[src/pcg_defines.svh]
// constants of the clock controller: reset values, encodings, timing counts
`ifndef PCG_DEFINES_SVH
`define PCG_DEFINES_SVH

// relock down-counter load, counted in main oscillator ticks
`define PCG_RELOCK_LOAD 13'h1200
`define PCG_RELOCK_W 13

// oscillator source field encodings
`define PCG_OSC_MAIN 2'h0
`define PCG_OSC_INT 2'h1
`define PCG_OSC_INT4 2'h2

// checker indices and timing
`define PCG_CHK_PLL 0
`define PCG_CHK_INT 1
`define PCG_CHK_MAIN 2
`define PCG_CHK_DIV_LAST 6'h3f
`define PCG_CHK_CNT_W 8
`define PCG_CHK_MIN_FAST 8'h01

// crystal translation: plain defaults, no part-specific table
`define PCG_CRYSTAL_SELECT_RESET 4'h0
`define PCG_CRYSTAL_SELECT_BASE_KHZ 32'h0000_0fa0
`define PCG_CRYSTAL_SELECT_STEP_KHZ 32'h0000_0100
`define PCG_VCO_KHZ 32'h0006_1a80
`define PCG_REF_DIV 32'h0000_0002
`define PCG_REF_FIELD 4'h1

// gating register reset values
`define PCG_GATE0_RESET 32'h0000_0040

`endif

[src/pcg_pkg.sv]
// types shared by the clock controller modules
package pcg_pkg;

  typedef enum logic [1:0] {
    PCG_RUN = 2'b00,
    PCG_SLEEP = 2'b01,
    PCG_DEEP = 2'b10,
    PCG_RESTORE = 2'b11
  } pcg_mode_type;

  typedef enum logic [1:0] {
    PCG_SRC_MAIN = 2'b00,
    PCG_SRC_INT = 2'b01,
    PCG_SRC_INT4 = 2'b10,
    PCG_SRC_PLL = 2'b11
  } pcg_src_type;

  typedef struct packed {
    logic [3:0] crystalSelect;
    logic [1:0] oscSourceSelect;
    logic bypass;
    logic useDivider;
    logic [3:0] systemDivider;
    logic pllPowerDown;
    logic pllOutputDisable;
    logic pllCheckEnable;
    logic intOscCheckEnable;
    logic mainOscCheckEnable;
    logic autoGating;
    logic lockIntMask;
    logic deepSleepIntOsc;
  } pcg_cfg_type;

  typedef struct packed {
    logic runWr;
    logic sleepWr;
    logic deepWr;
    logic [31:0] data;
  } pcg_gate_wr_type;

endpackage : pcg_pkg

[src/pcg_clock_checker.sv]
// one clock verification circuit: fast clock checked against slow ticks
`timescale 1ns/1ps
`include "pcg_defines.svh"

module pcg_clock_checker (
  input wire logic sys_clk,
  input wire logic sys_rst,
  input wire logic enable,
  input wire logic fastTick,
  input wire logic slowTick,
  input wire logic clear,
  output logic fail
);
  import pcg_pkg::*;

  logic [`PCG_CHK_CNT_W-1:0] count;
  logic [`PCG_CHK_CNT_W-1:0] next_count;
  logic next_fail;
  logic armed;
  logic next_armed;

  always_comb
  begin
    next_count = count;
    next_fail = fail;
    next_armed = armed;
    if (clear)
      next_fail = 1'b0;
    if (!enable)
    begin
      next_count = '0;
      next_armed = 1'b0;
    end
    else if (slowTick)
    begin
      next_count = '0;
      // first slow tick after enable only opens a full window
      next_armed = 1'b1;
      // set wins over a clear in the same cycle
      if (armed && count < `PCG_CHK_MIN_FAST)
        next_fail = 1'b1;
    end
    else if (fastTick && count != '1)
      next_count = count + 1'b1;
  end

  always_ff @(posedge sys_clk or posedge sys_rst)
  begin
    if (sys_rst)
    begin
      count <= '0;
      fail <= 1'b0;
      armed <= 1'b0;
    end
    else
    begin
      count <= next_count;
      fail <= next_fail;
      armed <= next_armed;
    end
  end

  property p_detect;
    @(posedge sys_clk) disable iff (sys_rst)
    enable && armed && slowTick && count == '0 |=> fail;
  endproperty
  a_detect: assert property (p_detect)
    else $error("missing fast clock not flagged");

  property p_persist;
    @(posedge sys_clk) disable iff (sys_rst)
    fail && !clear |=> fail;
  endproperty
  a_persist: assert property (p_persist)
    else $error("failure indication dropped without clear");

endmodule : pcg_clock_checker

[src/pcg_clock_control.sv]
// clock controller: pll control, relock timer, checkers, sleep gating
// Operation
// - PLL stays powered down after reset until software configures it.
// - Crystal selection change retranslates PLL settings into readable register.
// - Translation gives a VCO frequency within 1% of target.
// - Normal mode drives PLL output; power-down disables and blanks it.
// - Relock only on crystal change or PLL power-up, not same value.
// - Relock down-counter on main oscillator, loaded with 0x1200.
// - PLL selected in one step: stay on oscillator until relock ends.
// - Raw lock flag set on relock done; maskable lock interrupt.
// - Three checkers: main checks PLL, main checks int, int/64 checks main.
// - Checker failure switches to a working clock and interrupts.
// - Failure and forced switch persist until verify clear or reset.
// - Each checker has its own enable bit.
// - Per-peripheral run/sleep/deep gating; capability mask limits writes.
// - Sleep stops core and memory; peripherals use sleep or run set.
// - Deep-sleep stops core and memory; peripherals use deep or run set.
// - Deep-sleep clock: main oscillator or chosen internal oscillator.
// - Entering deep-sleep powers the PLL down.
// - Deep-sleep exit restores saved clock before re-enabling clocks.
// - Clearing power-down powers PLL; clearing output-disable enables output.
// - Source 0 main, 1 internal, 2 internal/4, via PLL or bypass.
// - System divider divides by field value plus one.
`timescale 1ns/1ps
`include "pcg_defines.svh"

module pcg_clock_control (
  input wire logic sys_clk,
  input wire logic sys_rst,
  input wire pcg_pkg::pcg_cfg_type cfg,
  input wire pcg_pkg::pcg_gate_wr_type gateWr,
  input wire logic [31:0] capabilityMask,
  input wire logic verifyClear,
  input wire logic lockFlagClear,
  input wire logic sleepReq,
  input wire logic deepSleepEnable,
  input wire logic wakeEvent,
  input wire logic mainOscIn,
  input wire logic intOscIn,
  input wire logic pllTapIn,
  output logic [15:0] pllTranslation,
  output logic pllPowerDown,
  output logic pllOutputDisable,
  output pcg_pkg::pcg_src_type clkSel,
  output logic [4:0] clkDivisor,
  output logic pllLockRawFlag,
  output logic lockIrq,
  output logic [2:0] verifyFail,
  output logic verifyIrq,
  output logic coreClkEnable,
  output logic [31:0] periphClkEnable,
  output logic [31:0] runGating,
  output logic [31:0] sleepGating,
  output logic [31:0] deepGating,
  output logic mainOscPowerDown
);
  import pcg_pkg::*;

  // oscillator inputs: two-flop sync plus an edge stage
  logic [2:0] syncA;
  logic [2:0] syncB;
  logic [2:0] syncC;
  logic [2:0] ticks;
  logic mainTick;
  logic intTick;
  logic pllTick;
  logic [5:0] intDiv;
  logic [5:0] next_intDiv;
  logic intDiv64Tick;
  logic next_intDiv64Tick;

  assign ticks = syncB & ~syncC;
  assign pllTick = ticks[0];
  assign intTick = ticks[1];
  assign mainTick = ticks[2];

  always_comb
  begin
    next_intDiv = intTick ? intDiv + 1'b1 : intDiv;
    next_intDiv64Tick = intTick && intDiv == `PCG_CHK_DIV_LAST;
  end

  always_ff @(posedge sys_clk or posedge sys_rst)
  begin
    if (sys_rst)
    begin
      syncA <= '0;
      syncB <= '0;
      syncC <= '0;
      intDiv <= '0;
      intDiv64Tick <= 1'b0;
    end
    else
    begin
      syncA <= {mainOscIn, intOscIn, pllTapIn};
      syncB <= syncA;
      syncC <= syncB;
      intDiv <= next_intDiv;
      intDiv64Tick <= next_intDiv64Tick;
    end
  end

  // clock checkers; fallback uses the sticky fail bits
  logic [2:0] chkEnable;
  logic [2:0] chkFast;
  logic [2:0] chkSlow;

  assign chkEnable = {cfg.mainOscCheckEnable, cfg.intOscCheckEnable,
    cfg.pllCheckEnable};
  assign chkFast = {mainTick, intTick, pllTick};
  assign chkSlow = {intDiv64Tick, mainTick, mainTick};

  for (genvar i = 0; i < 3; i++)
  begin : g_chk
    pcg_clock_checker u_chk (
      .sys_clk(sys_clk),
      .sys_rst(sys_rst),
      .enable(chkEnable[i]),
      .fastTick(chkFast[i]),
      .slowTick(chkSlow[i]),
      .clear(verifyClear),
      .fail(verifyFail[i])
    );
  end

  // relock timer and translation
  pcg_mode_type mode;
  pcg_mode_type next_mode;
  logic [3:0] prevCrystal;
  logic pllOnPrev;
  logic [`PCG_RELOCK_W-1:0] relockCount;
  logic [`PCG_RELOCK_W-1:0] next_relockCount;
  logic pllReady;
  logic next_pllReady;
  logic pllOn;
  logic relockTrigger;
  logic next_lockFlag;
  logic [31:0] xtalKhz;
  logic [31:0] multiplier;
  logic [15:0] next_translation;

  assign pllOn = !cfg.pllPowerDown && mode != PCG_DEEP;
  assign relockTrigger = cfg.crystalSelect != prevCrystal
    || (pllOn && !pllOnPrev);

  always_comb
  begin
    xtalKhz = `PCG_CRYSTAL_SELECT_BASE_KHZ
      + 32'(cfg.crystalSelect) * `PCG_CRYSTAL_SELECT_STEP_KHZ;
    // rounded, halved reference keeps the error near 0.5%
    multiplier = (`PCG_VCO_KHZ * `PCG_REF_DIV + (xtalKhz >> 1))
      / xtalKhz;
    next_translation = {2'h0, `PCG_REF_FIELD, multiplier[9:0]};
    next_relockCount = relockCount;
    if (relockTrigger)
      next_relockCount = `PCG_RELOCK_LOAD;
    else if (mainTick && relockCount != '0)
      next_relockCount = relockCount - 1'b1;
    next_pllReady = pllOn && !relockTrigger && next_relockCount == '0;
    next_lockFlag = pllLockRawFlag && !lockFlagClear;
    if (next_pllReady && !pllReady)
      next_lockFlag = 1'b1;
  end

  always_ff @(posedge sys_clk or posedge sys_rst)
  begin
    if (sys_rst)
    begin
      prevCrystal <= `PCG_CRYSTAL_SELECT_RESET;
      pllOnPrev <= 1'b0;
      relockCount <= '0;
      pllReady <= 1'b0;
      pllLockRawFlag <= 1'b0;
      lockIrq <= 1'b0;
      pllTranslation <= '0;
      pllPowerDown <= 1'b1;
      pllOutputDisable <= 1'b1;
    end
    else
    begin
      prevCrystal <= cfg.crystalSelect;
      pllOnPrev <= pllOn;
      relockCount <= next_relockCount;
      pllReady <= next_pllReady;
      pllLockRawFlag <= next_lockFlag;
      lockIrq <= next_lockFlag && cfg.lockIntMask;
      pllTranslation <= next_translation;
      pllPowerDown <= !pllOn;
      pllOutputDisable <= !pllOn || cfg.pllOutputDisable;
    end
  end

  // mode, clock source selection and gating
  pcg_src_type savedSel;
  pcg_src_type next_savedSel;
  pcg_src_type oscSel;
  pcg_src_type next_clkSel;
  logic [4:0] next_clkDivisor;
  logic [31:0] next_periph;
  logic [31:0] next_run;
  logic [31:0] next_sleep;
  logic [31:0] next_deep;

  always_comb
  begin
    unique case (cfg.oscSourceSelect)
      `PCG_OSC_INT: oscSel = PCG_SRC_INT;
      `PCG_OSC_INT4: oscSel = PCG_SRC_INT4;
      default: oscSel = PCG_SRC_MAIN;
    endcase
    next_mode = mode;
    next_savedSel = savedSel;
    next_clkDivisor = clkDivisor;
    next_clkSel = oscSel;
    unique case (mode)
      PCG_RUN:
      begin
        // pll only once relock is over; until then the oscillator
        if (!cfg.bypass && pllReady && !cfg.pllOutputDisable)
          next_clkSel = PCG_SRC_PLL;
        next_clkDivisor = cfg.useDivider
          ? 5'(cfg.systemDivider) + 5'h01 : 5'h01;
        if (sleepReq)
        begin
          next_mode = deepSleepEnable ? PCG_DEEP : PCG_SLEEP;
          next_savedSel = clkSel;
        end
      end
      PCG_SLEEP:
      begin
        next_clkSel = clkSel;
        if (wakeEvent)
          next_mode = PCG_RUN;
      end
      PCG_DEEP:
      begin
        next_clkSel = cfg.deepSleepIntOsc
          ? PCG_SRC_INT : PCG_SRC_MAIN;
        if (wakeEvent)
          next_mode = PCG_RESTORE;
      end
      PCG_RESTORE:
      begin
        // a saved pll source waits for relock after the power-up
        next_clkSel = (savedSel == PCG_SRC_PLL && !pllReady)
          ? oscSel : savedSel;
        if (clkSel == savedSel)
          next_mode = PCG_RUN;
      end
    endcase
    // fallback, held while the fail bits stay set
    if (next_clkSel == PCG_SRC_PLL && (verifyFail[`PCG_CHK_PLL]
      || verifyFail[`PCG_CHK_MAIN]))
      next_clkSel = PCG_SRC_MAIN;
    if ((next_clkSel == PCG_SRC_INT || next_clkSel == PCG_SRC_INT4)
      && verifyFail[`PCG_CHK_INT])
      next_clkSel = PCG_SRC_MAIN;
    if (next_clkSel == PCG_SRC_MAIN && verifyFail[`PCG_CHK_MAIN])
      next_clkSel = PCG_SRC_INT;
    next_run = gateWr.runWr ? gateWr.data & capabilityMask
      : runGating;
    next_sleep = gateWr.sleepWr ? gateWr.data & capabilityMask
      : sleepGating;
    next_deep = gateWr.deepWr ? gateWr.data & capabilityMask
      : deepGating;
    unique case (next_mode)
      PCG_SLEEP: next_periph = cfg.autoGating ? sleepGating
        : runGating;
      PCG_DEEP, PCG_RESTORE: next_periph = cfg.autoGating ? deepGating
        : runGating;
      default: next_periph = runGating;
    endcase
  end

  always_ff @(posedge sys_clk or posedge sys_rst)
  begin
    if (sys_rst)
    begin
      mode <= PCG_RUN;
      savedSel <= PCG_SRC_MAIN;
      clkSel <= PCG_SRC_MAIN;
      clkDivisor <= 5'h01;
      runGating <= `PCG_GATE0_RESET;
      sleepGating <= `PCG_GATE0_RESET;
      deepGating <= `PCG_GATE0_RESET;
      periphClkEnable <= '0;
      coreClkEnable <= 1'b1;
      mainOscPowerDown <= 1'b0;
      verifyIrq <= 1'b0;
    end
    else
    begin
      mode <= next_mode;
      savedSel <= next_savedSel;
      clkSel <= next_clkSel;
      clkDivisor <= next_clkDivisor;
      runGating <= next_run;
      sleepGating <= next_sleep;
      deepGating <= next_deep;
      periphClkEnable <= next_periph;
      coreClkEnable <= next_mode == PCG_RUN;
      mainOscPowerDown <= next_mode == PCG_DEEP
        && cfg.deepSleepIntOsc;
      verifyIrq <= |verifyFail;
    end
  end

  property p_pll_off;
    @(posedge sys_clk) disable iff (sys_rst)
    cfg.pllPowerDown |=> pllPowerDown && pllOutputDisable;
  endproperty
  a_pll_off: assert property (p_pll_off)
    else $error("pll not held down while power-down set");

  property p_no_relock;
    @(posedge sys_clk) disable iff (sys_rst)
    $stable(cfg.crystalSelect) && relockCount == '0 && pllOn && pllOnPrev
      |=> relockCount == '0;
  endproperty
  a_no_relock: assert property (p_no_relock)
    else $error("relock started without a trigger");

  property p_load;
    @(posedge sys_clk) disable iff (sys_rst)
    relockTrigger |=> relockCount == `PCG_RELOCK_LOAD && !pllReady;
  endproperty
  a_load: assert property (p_load)
    else $error("relock counter not loaded on trigger");

  property p_sel_ready;
    @(posedge sys_clk) disable iff (sys_rst)
    clkSel == PCG_SRC_PLL |-> $past(pllReady);
  endproperty
  a_sel_ready: assert property (p_sel_ready)
    else $error("pll selected before relock finished");

  property p_lock_flag;
    @(posedge sys_clk) disable iff (sys_rst)
    $rose(pllReady) |-> pllLockRawFlag;
  endproperty
  a_lock_flag: assert property (p_lock_flag)
    else $error("lock flag not raised with ready");

  property p_fallback;
    @(posedge sys_clk) disable iff (sys_rst)
    $rose(verifyFail[`PCG_CHK_PLL]) |-> ##1 clkSel != PCG_SRC_PLL
      && verifyIrq;
  endproperty
  a_fallback: assert property (p_fallback)
    else $error("pll failure did not switch clock or interrupt");

  property p_mask;
    @(posedge sys_clk) disable iff (sys_rst)
    gateWr.runWr |=> (runGating & ~$past(capabilityMask)) == '0;
  endproperty
  a_mask: assert property (p_mask)
    else $error("gating bit set outside capability mask");

  property p_core_stop;
    @(posedge sys_clk) disable iff (sys_rst)
    mode != PCG_RUN |-> !coreClkEnable;
  endproperty
  a_core_stop: assert property (p_core_stop)
    else $error("core clock running outside run mode");

  property p_deep_pll;
    @(posedge sys_clk) disable iff (sys_rst)
    mode == PCG_DEEP ##1 mode == PCG_DEEP |-> pllPowerDown;
  endproperty
  a_deep_pll: assert property (p_deep_pll)
    else $error("pll left running in deep-sleep");

  property p_restore;
    @(posedge sys_clk) disable iff (sys_rst)
    mode == PCG_RESTORE ##1 mode == PCG_RUN |-> clkSel == savedSel;
  endproperty
  a_restore: assert property (p_restore)
    else $error("clocks re-enabled before source restored");

endmodule : pcg_clock_control

[config.mk]
export PLATFORM = sky130hd
export DESIGN_NAME = pcg_clock_control
export DESIGN_NICKNAME = d
export VERILOG_FILES = /design/src/pcg_pkg.sv /design/src/pcg_clock_checker.sv /design/src/pcg_clock_control.sv
export VERILOG_INCLUDE_DIRS = /design/src
export SDC_FILE = /design/constraint.sdc
export NUM_CORES = 1
export LEC_CHECK = 0
export ABC_AREA = 1
export BUFFER_PORTS_ARGS = -buffer_cell sky130_fd_sc_hd__buf_2
export CAP_MARGIN = 5
export CORE_MARGIN = 2
export CORE_UTILIZATION = 40
export DETAILED_ROUTE_END_ITERATION = 10
export RECOVER_POWER = 25
export SETUP_SLACK_MARGIN = 0.5
export SYNTH_ARGS = -nofsm -noshare
export SYNTH_HDL_FRONTEND = slang
export SYNTH_SLANG_ARGS = --single-unit
[constraint.sdc]
create_clock -name sys_clk -period 6.25 [get_ports sys_clk]
set_clock_uncertainty 0.05 [all_clocks]
set_input_delay 0.625 -clock sys_clk [delete_from_list [all_inputs] [get_ports sys_clk]]
set_output_delay 0.625 -clock sys_clk [all_outputs]
set_load 0.02 [all_outputs]
### After elaboration in Yosys (flattened, before gate mapping)

Cells that the tools add are included.

* bits of input ports: 97
* bits in registers: 222
* output and inout port bits: 161

* add/subtract/negate cells: 8
* eq/ne operators: 25
* bitwise logic cells: 3
* order comparisons: 3
* reduce and logical (&&, ||, !) cells: 42
* divide/modulo/power cells: 1
* mux-type cells: 47

Operators with widths (count)
* $mux 8: 9
* $mux 32: 2
* $pmux 32 s2: 1
* $and 32x32->32: 1
* $div 32x32->32: 1
* $mux 13: 2
* $add 8x1->8 const B: 3
* $lt 8x1->1 const B: 3
* $ne 8x8->1 const B: 3
* $logic_and 1x1->1: 22
* $add 20x12->21 const A: 1
* $mux 2: 10
* $mux 1: 19
* $eq 2x2->1 const B: 8
* $pmux 2 s4: 2
* $add 12x12->13 const A: 1
* $logic_not 13->1: 1
* $reduce_bool 13->1: 1
* $sub 13x1->13 const B: 1
* $ne 3x1->1 const B: 3
* $eq 2x1->1 const B: 4
* $logic_not 1->1: 8
* $add 6x1->6 const B: 1
* $eq 6x6->1 const B: 1
* 14 further kinds: 21

### Logic depth before layout (Yosys ltp)

Gate-level depths: netlist (run 1).

* word-level depth: 15
* depth in mapped cells: 143
* mapped depth without buffers: 132

### Modules after synthesis

A second synthesis (run 1) with hierarchy kept.

* cell total of the unflattened synthesis: 3012
* area, all modules: 19598.8 um^2

Modules (own cells, without submodules)
* pcg_clock_control: area an instance 17707.0 um^2, cells each 2766, instances 1
* pcg_clock_checker: area an instance 630.6 um^2, cells each 82, instances 3

### Worst setup path after synthesis (run 1)

OpenSTA, ideal clock, no wires.

* path type: in2reg
* start: in cfg[16] (netlist bit)
* end: reg pllTranslation[0]
* setup time: 0.127 ns
* path buffers: 14
* arrival time: 18.538 ns
* cell stages on the path: 135
* path slack: -12.465 ns
* cells stage by stage: inv_2 -> ha_1 -> inv_1 -> nand2_1 -> nand2_1 -> inv_1 -> nand2_1 -> nor2_1 -> ha_1 -> clkbuf_8 -> o21ai_0 -> a21oi_1 -> ha_1 -> nand2_1 -> nand2_1 -> nand2_2 -> nand3_4 -> clkbuf_8 -> [... 99 more ...] -> inv_1 -> ha_1 -> nand2_1 -> nor2_1 -> nor2_1 -> nand2_1 -> nand2_1 -> nand2_1 -> inv_2 -> nand3_4 -> buf_6 -> nand2_1 -> o21ai_0 -> ha_1 -> a21oi_1 -> o31ai_1 -> a21oi_1 -> nand3_1

* longest elaborated chain between the ends: 3

RTL lines
* start: declaration: line pcg_clock_control.sv:30 `input wire pcg_pkg::pcg_cfg_type cfg,`
* $add 12x12->13 (no line) *
* $add 20x12->21 (no line)
* $div 32x32->32 *: line pcg_clock_control.sv:151 `` multiplier = (`PCG_VCO_KHZ * `PCG_REF_DIV + (xtalKhz >> 1)) ``
* via multiplier[0]: line pcg_clock_control.sv:139 `logic [31:0] multiplier;`
* end signal: assignment: line pcg_clock_control.sv:187 `pllTranslation <= next_translation;`
* end: declaration: line pcg_clock_control.sv:41 `output logic [15:0] pllTranslation,`

Mark *: on every way through the listed nets, which the timed path passes. The rest lies on a longest branch.
A chain may end at the register's enable or synchronous reset.

### Final worst setup path (run 1)

* start: in cfg[17] (netlist bit)
* end: reg pllTranslation[0]

Same word-level chain as after synthesis.

==> results of run 1 <==
## cell usage in the layout, fill, tap and decap left out, types with 7 or more instances in the layout
master and instances:
xor2_1 41, nand4_1 85, o21ai_2 28, dfstp_2 7, a41oi_1 18, a21oi_2 25, dfrtp_1 215, nand3_4 15
o21bai_1 8, nand2_2 101, inv_2 34, nand3_1 217, nor2_2 37, a211o_1 14, ha_4 30, buf_6 21
nand2_1 811, clkbuf_16 27, nand3b_1 17, nor3_1 31, clkbuf_1 7, nor4_1 11, nand3_2 50, conb_1 7
buf_2 249, nor2_1 209, xnor2_1 18, buf_4 794, inv_1 354, a21oi_1 110, clkinv_2 9, o21ai_1 15
o21ai_0 161, ha_1 48, nor2_4 37, nand2_4 39
## stage by stage
step | cells | hold WS, ps | utilization, % | worst slack (ps)
floorplan | 2960 | 281 | - | -10960
global placement | 4473 | 282 | 55.1 | -9780
detailed placement | 4473 | 291 | 55.1 | -10420
CTS | 4612 | 105 | 59.8 | -8480
global route | 4647 | 116 | 61.4 | -9730
finish | 4647 | 130 | 61.4 | -8850
## layer usage
metal / vias up / global-route usage [%] / share of wire (%)
met1: 10900 / 33.9 / 43
met5: - / 0 / 0
li1: 11700 / - / -
met4: 0 / 7.61 / 3.0
met2: 539 / 49.0 / 50
met3: 138 / 3.31 / 4.2
## layout make-up
class,count,area (um^2)
inverters,405,1560
clock buffers,31,711
fillers,4491,18800
flip-flops and latches,222,5560
repair buffers,1079,7630
multi-input cells,2268,13400
diodes,1,2.50
well taps,622,778
clock inverters,19,235
## final timing paths
kind                                     from                             to  cells past startpoint
min in group asynchronous             sys_rst  periphClkEnable[25]$_DFF_PP0_                      3
setup / recovery                      cfg[17]    pllTranslation[0]$_DFF_PP0_                    127
hold / removal                       intOscIn             syncA[1]$_DFF_PP0_                      1
hold reg to reg            syncA[1]$_DFF_PP0_             syncB[1]$_DFF_PP0_                      0
max in group asynchronous             sys_rst     deepGating[23]$_DFFE_PP0P_                      4
setup reg to reg            mode[1]$_DFF_PP0_              lockIrq$_DFF_PP0_                     13
## worst reg2reg max path, cell delays in order, from the launching register on
cell and delay, ps:
dfrtp_1 380, inv_1 90, nor2_1 120, nor2_1 100, inv_1 110, nor2_1 80
nor4_1 890, inv_1 380, a21oi_1 250, inv_1 90, or4_1 510, nor4_1 280
nand4_1 230, a21boi_0 220
## registers in the layout, indices dropped and copies added, names as in the netlist, 2 cells and up
signal             flops
pllTranslation        11
sleepGating           32
clkDivisor             5
syncB                  3
periphClkEnable       32
g_chk.u_chk.count     24
mode                   2
syncC                  3
g_chk.u_chk.fail       3
prevCrystal            4
savedSel               2
deepGating            32
clkSel                 2
relockCount           13
g_chk.u_chk.armed      3
runGating             32
intDiv                 6
syncA                  3
## cells by family (layout without fill, tap and decap cells)
| logic type | count (synthesis) | count (layout) |
|---|---|---|
| adder cells (fa/ha/maj) | 83 | 83 |
| buffers and inverters | 472 | 1534 |
| flip-flops | 222 | 222 |
| other | 2 | 8 |
| AO/OA/AOI/OAI | 427 | 427 |
| AND/OR/NAND/NOR | 1684 | 1686 |
| XOR/XNOR | 65 | 65 |
## what timing repair did
action,in CTS,in global routing
pin swaps,119,84
cloned,2,0
resized for setup,168,142
setup endpoints to repair,9,9
setup buffers,87,34
==> results_dict.tcl, run 1 <==
set metrics [dict create \
    status "complete, but fails checks" \
    failed_checks "max-capacitance violations, max-slew violations, negative setup slack" \
    pin_count 258 \
    core_mm2 0.0486 \
    maxSlewViolCount 187 \
    die_h_um 226 \
    rsz0062_at_grt "yes" \
    num_rows 81 \
    die-area_mm2 0.0509 \
    synthArstFlopShare_pct 100 \
    drc_errors 0 \
    cts_tree "built" \
    synthAdderAreaFrac_pct 5.33 \
    vias 23300 \
    grt_max_degree 167 \
    max-cap-violations 3 \
    synth_compound_area_share_pct 12.2 \
    grt_pass1_vias 22700 \
    yosys.area.top_type "dfrtp_1" \
    crit_buf_inv 20 \
    syn_area_mm2 0.0196 \
    drt_iter0_markers 1540 \
    clock_path_buffers 3 \
    cp_data_required_time_ps 6640 \
    clkSinkCount 222 \
    ff2ff_setup_slack_ps 2400 \
    synthMuxAreaShare_pct 0 \
    syn_inst 2955 \
    final_area_mm2 0.0299 \
    portBuffers 252 \
    hp-class "in2reg" \
    layout_setup_ws_ps -8850 \
    yosys.area_share.simple_pct 41.1 \
    synth-xor-area-share_pct 2.90 \
    clkTransAtPathRegs_ps 60 \
    start_util_pct 40.3 \
    drive_gt1_share_pct 39.4 \
    gp_congestion 0.966 \
    worstSkewPairLatency_ps 570 \
    routed_wl_um 71400 \
    cts_buffers 27 \
    ys_types 66 \
    fin_nets 4183 \
    ys_top_cells_by_count "nand2_1, inv_1, nor2_1" \
    synth-seq-cells 222 \
    postRouteAntennaNets 0 \
    antenna_found_initial 1 \
    slowest_stage "fa_2" \
    hold_violations 0 \
    synth_top_area_share_pct 27.4 \
    critPathLaunchType "input port" \
    hold_buffers 0 \
    placed_area_mm2 0.0268 \
    yosysMostFrequentCell "nand2_1" \
    synth_warnings 0 \
    critPathKind "in2reg" \
    area_delta_synth_final_pct 52.3 \
    crit_arrival_ps 15490 \
    synth_top_family_by_area "simple AND/OR/NAND/NOR gates" \
    clock.fmax_mhz 66.2 \
    vias_per_cell 5.01 \
    overflow 0 \
    critPathCaptureType "flip-flop" \
    cp_slowest_stage_delay_ps 590 \
    ys_dominant_reg_cell "dfrtp_1" \
    cts_root_buf "clkbuf_16" \
    fin_crit_sh_pct 242 \
    worstMarginPinSlew_ps 3260 \
    yosysSeqAreaShare_pct 28.4 \
    path_max_fanout 7 \
    chipWidth_um 226 \
    setup-violations-final 8 \
    synth_edf_count 0 \
    grt_use_total_pct 27.2 \
    dr.pass1.iters 5 \
    ys_top_cells_by_area "dfrtp_1, nand2_1, inv_1, nand3_1, ha_1" \
    tns_ps -40270 \
    crit_family "simple AND/OR/NAND/NOR gates" \
    grt_pass1_wl_um 113000 \
    htreeDepth 1 \
    syn_area_per_cell_um2 6.64 \
    hpwlAfterDp_um 54500 \
    relSlewSlack_pct -117 \
    fin_crit_ps 15100 \
    wl_per_cell_um 15.4 \
    crit_path_frequent_cell "nor2_4" \
]
Power of run 1 is not shown: default switching activity piles up to over one toggle a cycle in this logic, so the estimate is an artifact.
==> run 2: changes to the inputs <==
- GPL_TIMING_DRIVEN: unset -> 0
- SLEW_MARGIN: unset -> 20
- clock period: 6.25 -> 18.3 ns (I/O delays scaled with it)
==> run 2 against run 1 <==
  * The flow now finishes without violations
  * Sequential cell count did not move
  * Via count down 7.0%
  * Register-to-register slack gained 12000 ps
  * Non-clock buffer count fell by 539
  * Sequential share of layout area up 2.6 points
  * Worst hold slack better by 170 ps
  * First-iteration DRC count shrank 4.5%
  * Die area unchanged
  * Cell count down 12%
  * Count of clock-buffer cells in the layout grew 1
  * Wire length down 0.81%
  * Critical path depth is 7 higher
==> results_dict.tcl, run 2 (synthesized netlist as in run 1, its figures left out) <==
set metrics [dict create \
    status "complete, no violations" \
    fin_crit_sh_pct 98.5 \
    rsz0062_at_grt "yes" \
    pin_count 258 \
    cts_root_buf "clkbuf_16" \
    hold_buffers 0 \
    crit_path_frequent_cell "nand2_4" \
    drc_errors 0 \
    num_rows 81 \
    holdPathStages 0 \
    final_cell_mix "nand2_1, inv_1, buf_2" \
    die-area_mm2 0.0509 \
    die_h_um 226 \
    relSlewSlack_pct 46.5 \
    critPathKind "in2reg" \
    cts_tree "built" \
    final_area_mm2 0.0262 \
    grt_use_total_pct 26.9 \
    fin_crit_ps 18030 \
    final_common_cell "nand2_1" \
    fin_nets 3641 \
    grt_max_degree 103 \
    postRouteAntennaNets 0 \
    crit_arrival_ps 18390 \
    gp_congestion 0.913 \
    drive_gt1_share_pct 29.4 \
    grt_pass1_vias 20800 \
    worstMarginPinSlew_ps 796 \
    wl_met1_um 30500 \
    reg2reg_depth 13 \
    clock.fmax_mhz 55.5 \
    topRoutingLayerUsed "met4" \
    start_util_pct 40.3 \
    area_delta_synth_final_pct 33.3 \
    portBuffers 252 \
    cp_slowest_stage_delay_ps 470 \
    setup-violations-final 0 \
    wl_met3_um 3620 \
    vias_per_cell 5.27 \
    critPathLaunchType "input port" \
    clkSinkCount 222 \
    routed_wl_um 70800 \
    wl_per_cell_um 17.3 \
    drt_iter0_markers 1470 \
    clkTransAtPathRegs_ps 60 \
    htreeDepth 1 \
    slowest_stage "fa_2" \
    fillers 4708 \
    chipWidth_um 226 \
    route.met2.wl_um 34400 \
    clock_path_buffers 3 \
    vias 21600 \
    antenna_cells 0 \
    hp-class "reg2reg" \
    core_mm2 0.0486 \
    maxSlewViolCount 0 \
    worstSkewPairLatency_ps 570 \
    critPathCaptureType "flip-flop" \
    max-cap-violations 0 \
    hold_violations 0 \
    path_max_fanout 7 \
    placed_area_mm2 0.0220 \
    grt_pass1_wl_um 110000 \
    antenna_found_initial 1 \
    hpwlAfterDp_um 52300 \
    cp_data_required_time_ps 18660 \
    dr.pass1.iters 6 \
    cts_buffers 26 \
    overflow 0 \
]
==> run 2: cell types whose count changed in the layout (fill, tap and decap cells not counted), moves of 7 or more <==
| cell | before | now |
|---|---|---|
| a21oi_2 | 25 | 14 |
| buf_6 | 21 | 13 |
| clkbuf_1 | 7 | 38 |
| o21ai_4 | 5 | 16 |
| nand2_4 | 39 | 46 |
| inv_1 | 354 | 347 |
| ha_1 | 48 | 41 |
| buf_4 | 794 | 217 |
==> run 2: worst max-delay path: cells and delay by family <==
kind | cells | cell delay, ps
AOI/OAI and AO/OA | 27 | 3260
adders and majority gates | 13 | 3400
buffers and inverters | 26 | 2980
and+or+nand+nor | 65 | 6290
xor gates and xnor gates | 3 | 540
==> run 2: metal layers <==
metal / up-vias / global-route usage, %
met4: 0 / 8.69
met5: - / 0
met3: 143 / 3.89
met2: 579 / 46.0
met1: 10300 / 34.8
li1: 10700 / -
==> run 2: worst paths after layout <==
| check | start | slack (ps) | to |
|---|---|---|---|
| max | cfg[17] | 270 | pllTranslation[0]$_DFF_PP0_ |
| min | syncA[2]$_DFF_PP0_ | 300 | syncB[2]$_DFF_PP0_ |
| max reg2reg | mode[1]$_DFF_PP0_ | 14730 | lockIrq$_DFF_PP0_ |
| min reg2reg | syncA[2]$_DFF_PP0_ | 300 | syncB[2]$_DFF_PP0_ |
| max in group asynchronous | sys_rst | 16110 | coreClkEnable$_DFF_PP1_ |
| min in group asynchronous | sys_rst | 1210 | periphClkEnable[3]$_DFF_PP0_ |
==> run 2: area by class of cell <==
| type | instances | area [um^2] | share of cell area, % |
|---|---|---|---|
| Buffer | 67 | 549 | 2.10 |
| Clock buffer | 32 | 703 | 2.69 |
| Clock inverter | 16 | 225 | 0.861 |
| Inverter | 405 | 1610 | 6.14 |
| Multi-Input combinational cell | 2266 | 13700 | 52.2 |
| Sequential cell | 222 | 5560 | 21.3 |
| Tap cell | 622 | 778 | 2.97 |
| Timing Repair Buffer | 473 | 3090 | 11.8 |
==> run 2: timing repair <==
action | 4_1_cts | 5_1_grt
resized for setup | 223 | 135
setup buffers | 151 | 64
pin swaps | 127 | 127
endpoints found under the setup margin | 4 | 2
gates cloned | 4 | 0
==> run 2: through the flow <==
stage               utilization [%]  worst slack [ps]  TNS (ps)  hold WS (ps)  std cells
floorplan                         -              -124      -124           281       2960
global placement               45.1             -4600    -10350           284       3834
detailed placement             45.2             -4600    -10290           288       3836
CTS                            51.7               505         0           300       4039
global route                   53.8              -539      -539           306       4103
finish                         53.8               270         0           298       4103
Power of run 2 is left out for the same reason.
==> run 3: changes to the inputs <==
- REMOVE_ABC_BUFFERS: unset -> 1
==> run 3 against run 2 <==
  * The flow now finishes with violations (max-capacitance violations, max-slew violations)
  * First-iteration DRC count is 5.9% higher
  * Final area is 3.3% lower
  * Fmax is 3.9% higher
  * Sequential cell count stayed put
  * Critical path type unchanged
==> results_dict.tcl, run 3 (synthesized netlist as in run 1, its figures left out) <==
set metrics [dict create \
    status "complete, but fails checks" \
    failed_checks "max-capacitance violations, max-slew violations" \
    postRouteAntennaNets 0 \
    wl_per_cell_um 16.5 \
    area_delta_synth_final_pct 28.9 \
    clock_path_buffers 3 \
    place_ws_ps -6430 \
    path_max_fanout 14 \
    hp-class "reg2reg" \
    maxSlewViolCount 120 \
    setup-violations-final 0 \
    dp.cells 3772 \
    vias 21200 \
    pin_count 258 \
    crit_family "simple AND/OR/NAND/NOR gates" \
    cp_slowest_stage_delay_ps 320 \
    critPathKind "in2reg" \
    overflow 0 \
    htreeDepth 1 \
    portBuffers 252 \
    drc_errors 0 \
    grt_max_degree 106 \
    hpwlAfterDp_um 46900 \
    grt_pass1_wl_um 100000 \
    crit_path_frequent_cell "nor2_4" \
    routed_wl_um 66400 \
    final_cell_mix "nand2_1, inv_1, buf_2" \
    drt_iter0_markers 1556 \
    placed_area_mm2 0.0214 \
    grt_use_total_pct 24.2 \
    worstSkewPairLatency_ps 550 \
    grt_pass1_vias 19300 \
    start_util_pct 40.3 \
    final_core_util_pct 52.0 \
    crit_arrival_ps 17730 \
    crit_buf_inv 27 \
    clock.fmax_mhz 57.6 \
    antenna_found_initial 1 \
    critPathLaunchType "input port" \
    rsz0062_at_grt "no" \
    drive_gt1_share_pct 27.8 \
    cts_tree "built" \
    num_rows 81 \
    die-area_mm2 0.0509 \
    worstMarginPinSlew_ps 4130 \
    cts_root_buf "clkbuf_16" \
    critPathCaptureType "flip-flop" \
    core_mm2 0.0486 \
    cp_data_required_time_ps 18680 \
    clkTransAtPathRegs_ps 50 \
    dr.pass1.iters 5 \
    final_area_mm2 0.0253 \
    antenna_cells 0 \
    clkSinkCount 222 \
    layout_setup_ws_ps 954 \
    final_cells 4012 \
    fin_crit_ps 17350 \
    chipWidth_um 226 \
    hold_violations 0 \
    max-cap-violations 2 \
    relSlewSlack_pct -176 \
    fin_crit_sh_pct 94.8 \
    die_h_um 226 \
    slowest_stage "ha_1" \
    vias_per_cell 5.29 \
    fin_nets 3551 \
    cts_buffers 28 \
    gp_congestion 0.905 \
    final_common_cell "nand2_1" \
]
==> run 3: final cells by class <==
class / instances / area [um^2]
clock inverter: 12 / 101
tap: 622 / 778
multi-input combinational: 2269 / 13600
sequential: 222 / 5560
timing repair inverter: 1 / 6.26
clock buffer: 37 / 796
timing repair buffer: 444 / 2900
fill: 4715 / 23300
inverter: 405 / 1610
==> run 3: path summary, 6_finish.rpt <==
check / endpoint / slack [ps] / startpoint / cells after the start
min in group asynchronous: periphClkEnable[29]$_DFF_PP0_ / 1790 / sys_rst / 2
hold / removal: syncB[0]$_DFF_PP0_ / 300 / syncA[0]$_DFF_PP0_ / 0
setup / recovery: pllTranslation[0]$_DFF_PP0_ / 950 / cfg[17] / 130
setup reg to reg: lockIrq$_DFF_PP0_ / 14750 / mode[1]$_DFF_PP0_ / 13
hold reg to reg: syncB[0]$_DFF_PP0_ / 300 / syncA[0]$_DFF_PP0_ / 0
max in group asynchronous: prevCrystal[1]$_DFF_PP0_ / 11740 / sys_rst / 3
==> run 3: what timing repair did <==
item                                    CTS  global route
pin swaps                                65           129
cloned                                    3             2
hold buffers                              0             0
endpoints found under the setup margin    5             2
setup buffers                            94            92
gates resized for setup                 159           219
==> run 3: routing by layer <==
metal	up-vias	global-route usage, %	share of wire (%)
met5	-	0	0.012
met4	2	7.05	3.1
met3	127	3.62	5.5
met2	612	41.4	49
met1	9991	31.7	42
li1	10500	-	-
==> run 3: stage by stage <==
| stage | setup TNS, ps | hold slack, ps |
|---|---|---|
| floorplan | -1380 | 281 |
| global placement | -16860 | 286 |
| detailed placement | -17880 | 286 |
| CTS | 0 | 298 |
| global route | 0 | 298 |
| finish | 0 | 296 |
Power of run 3 is left out for the same reason.
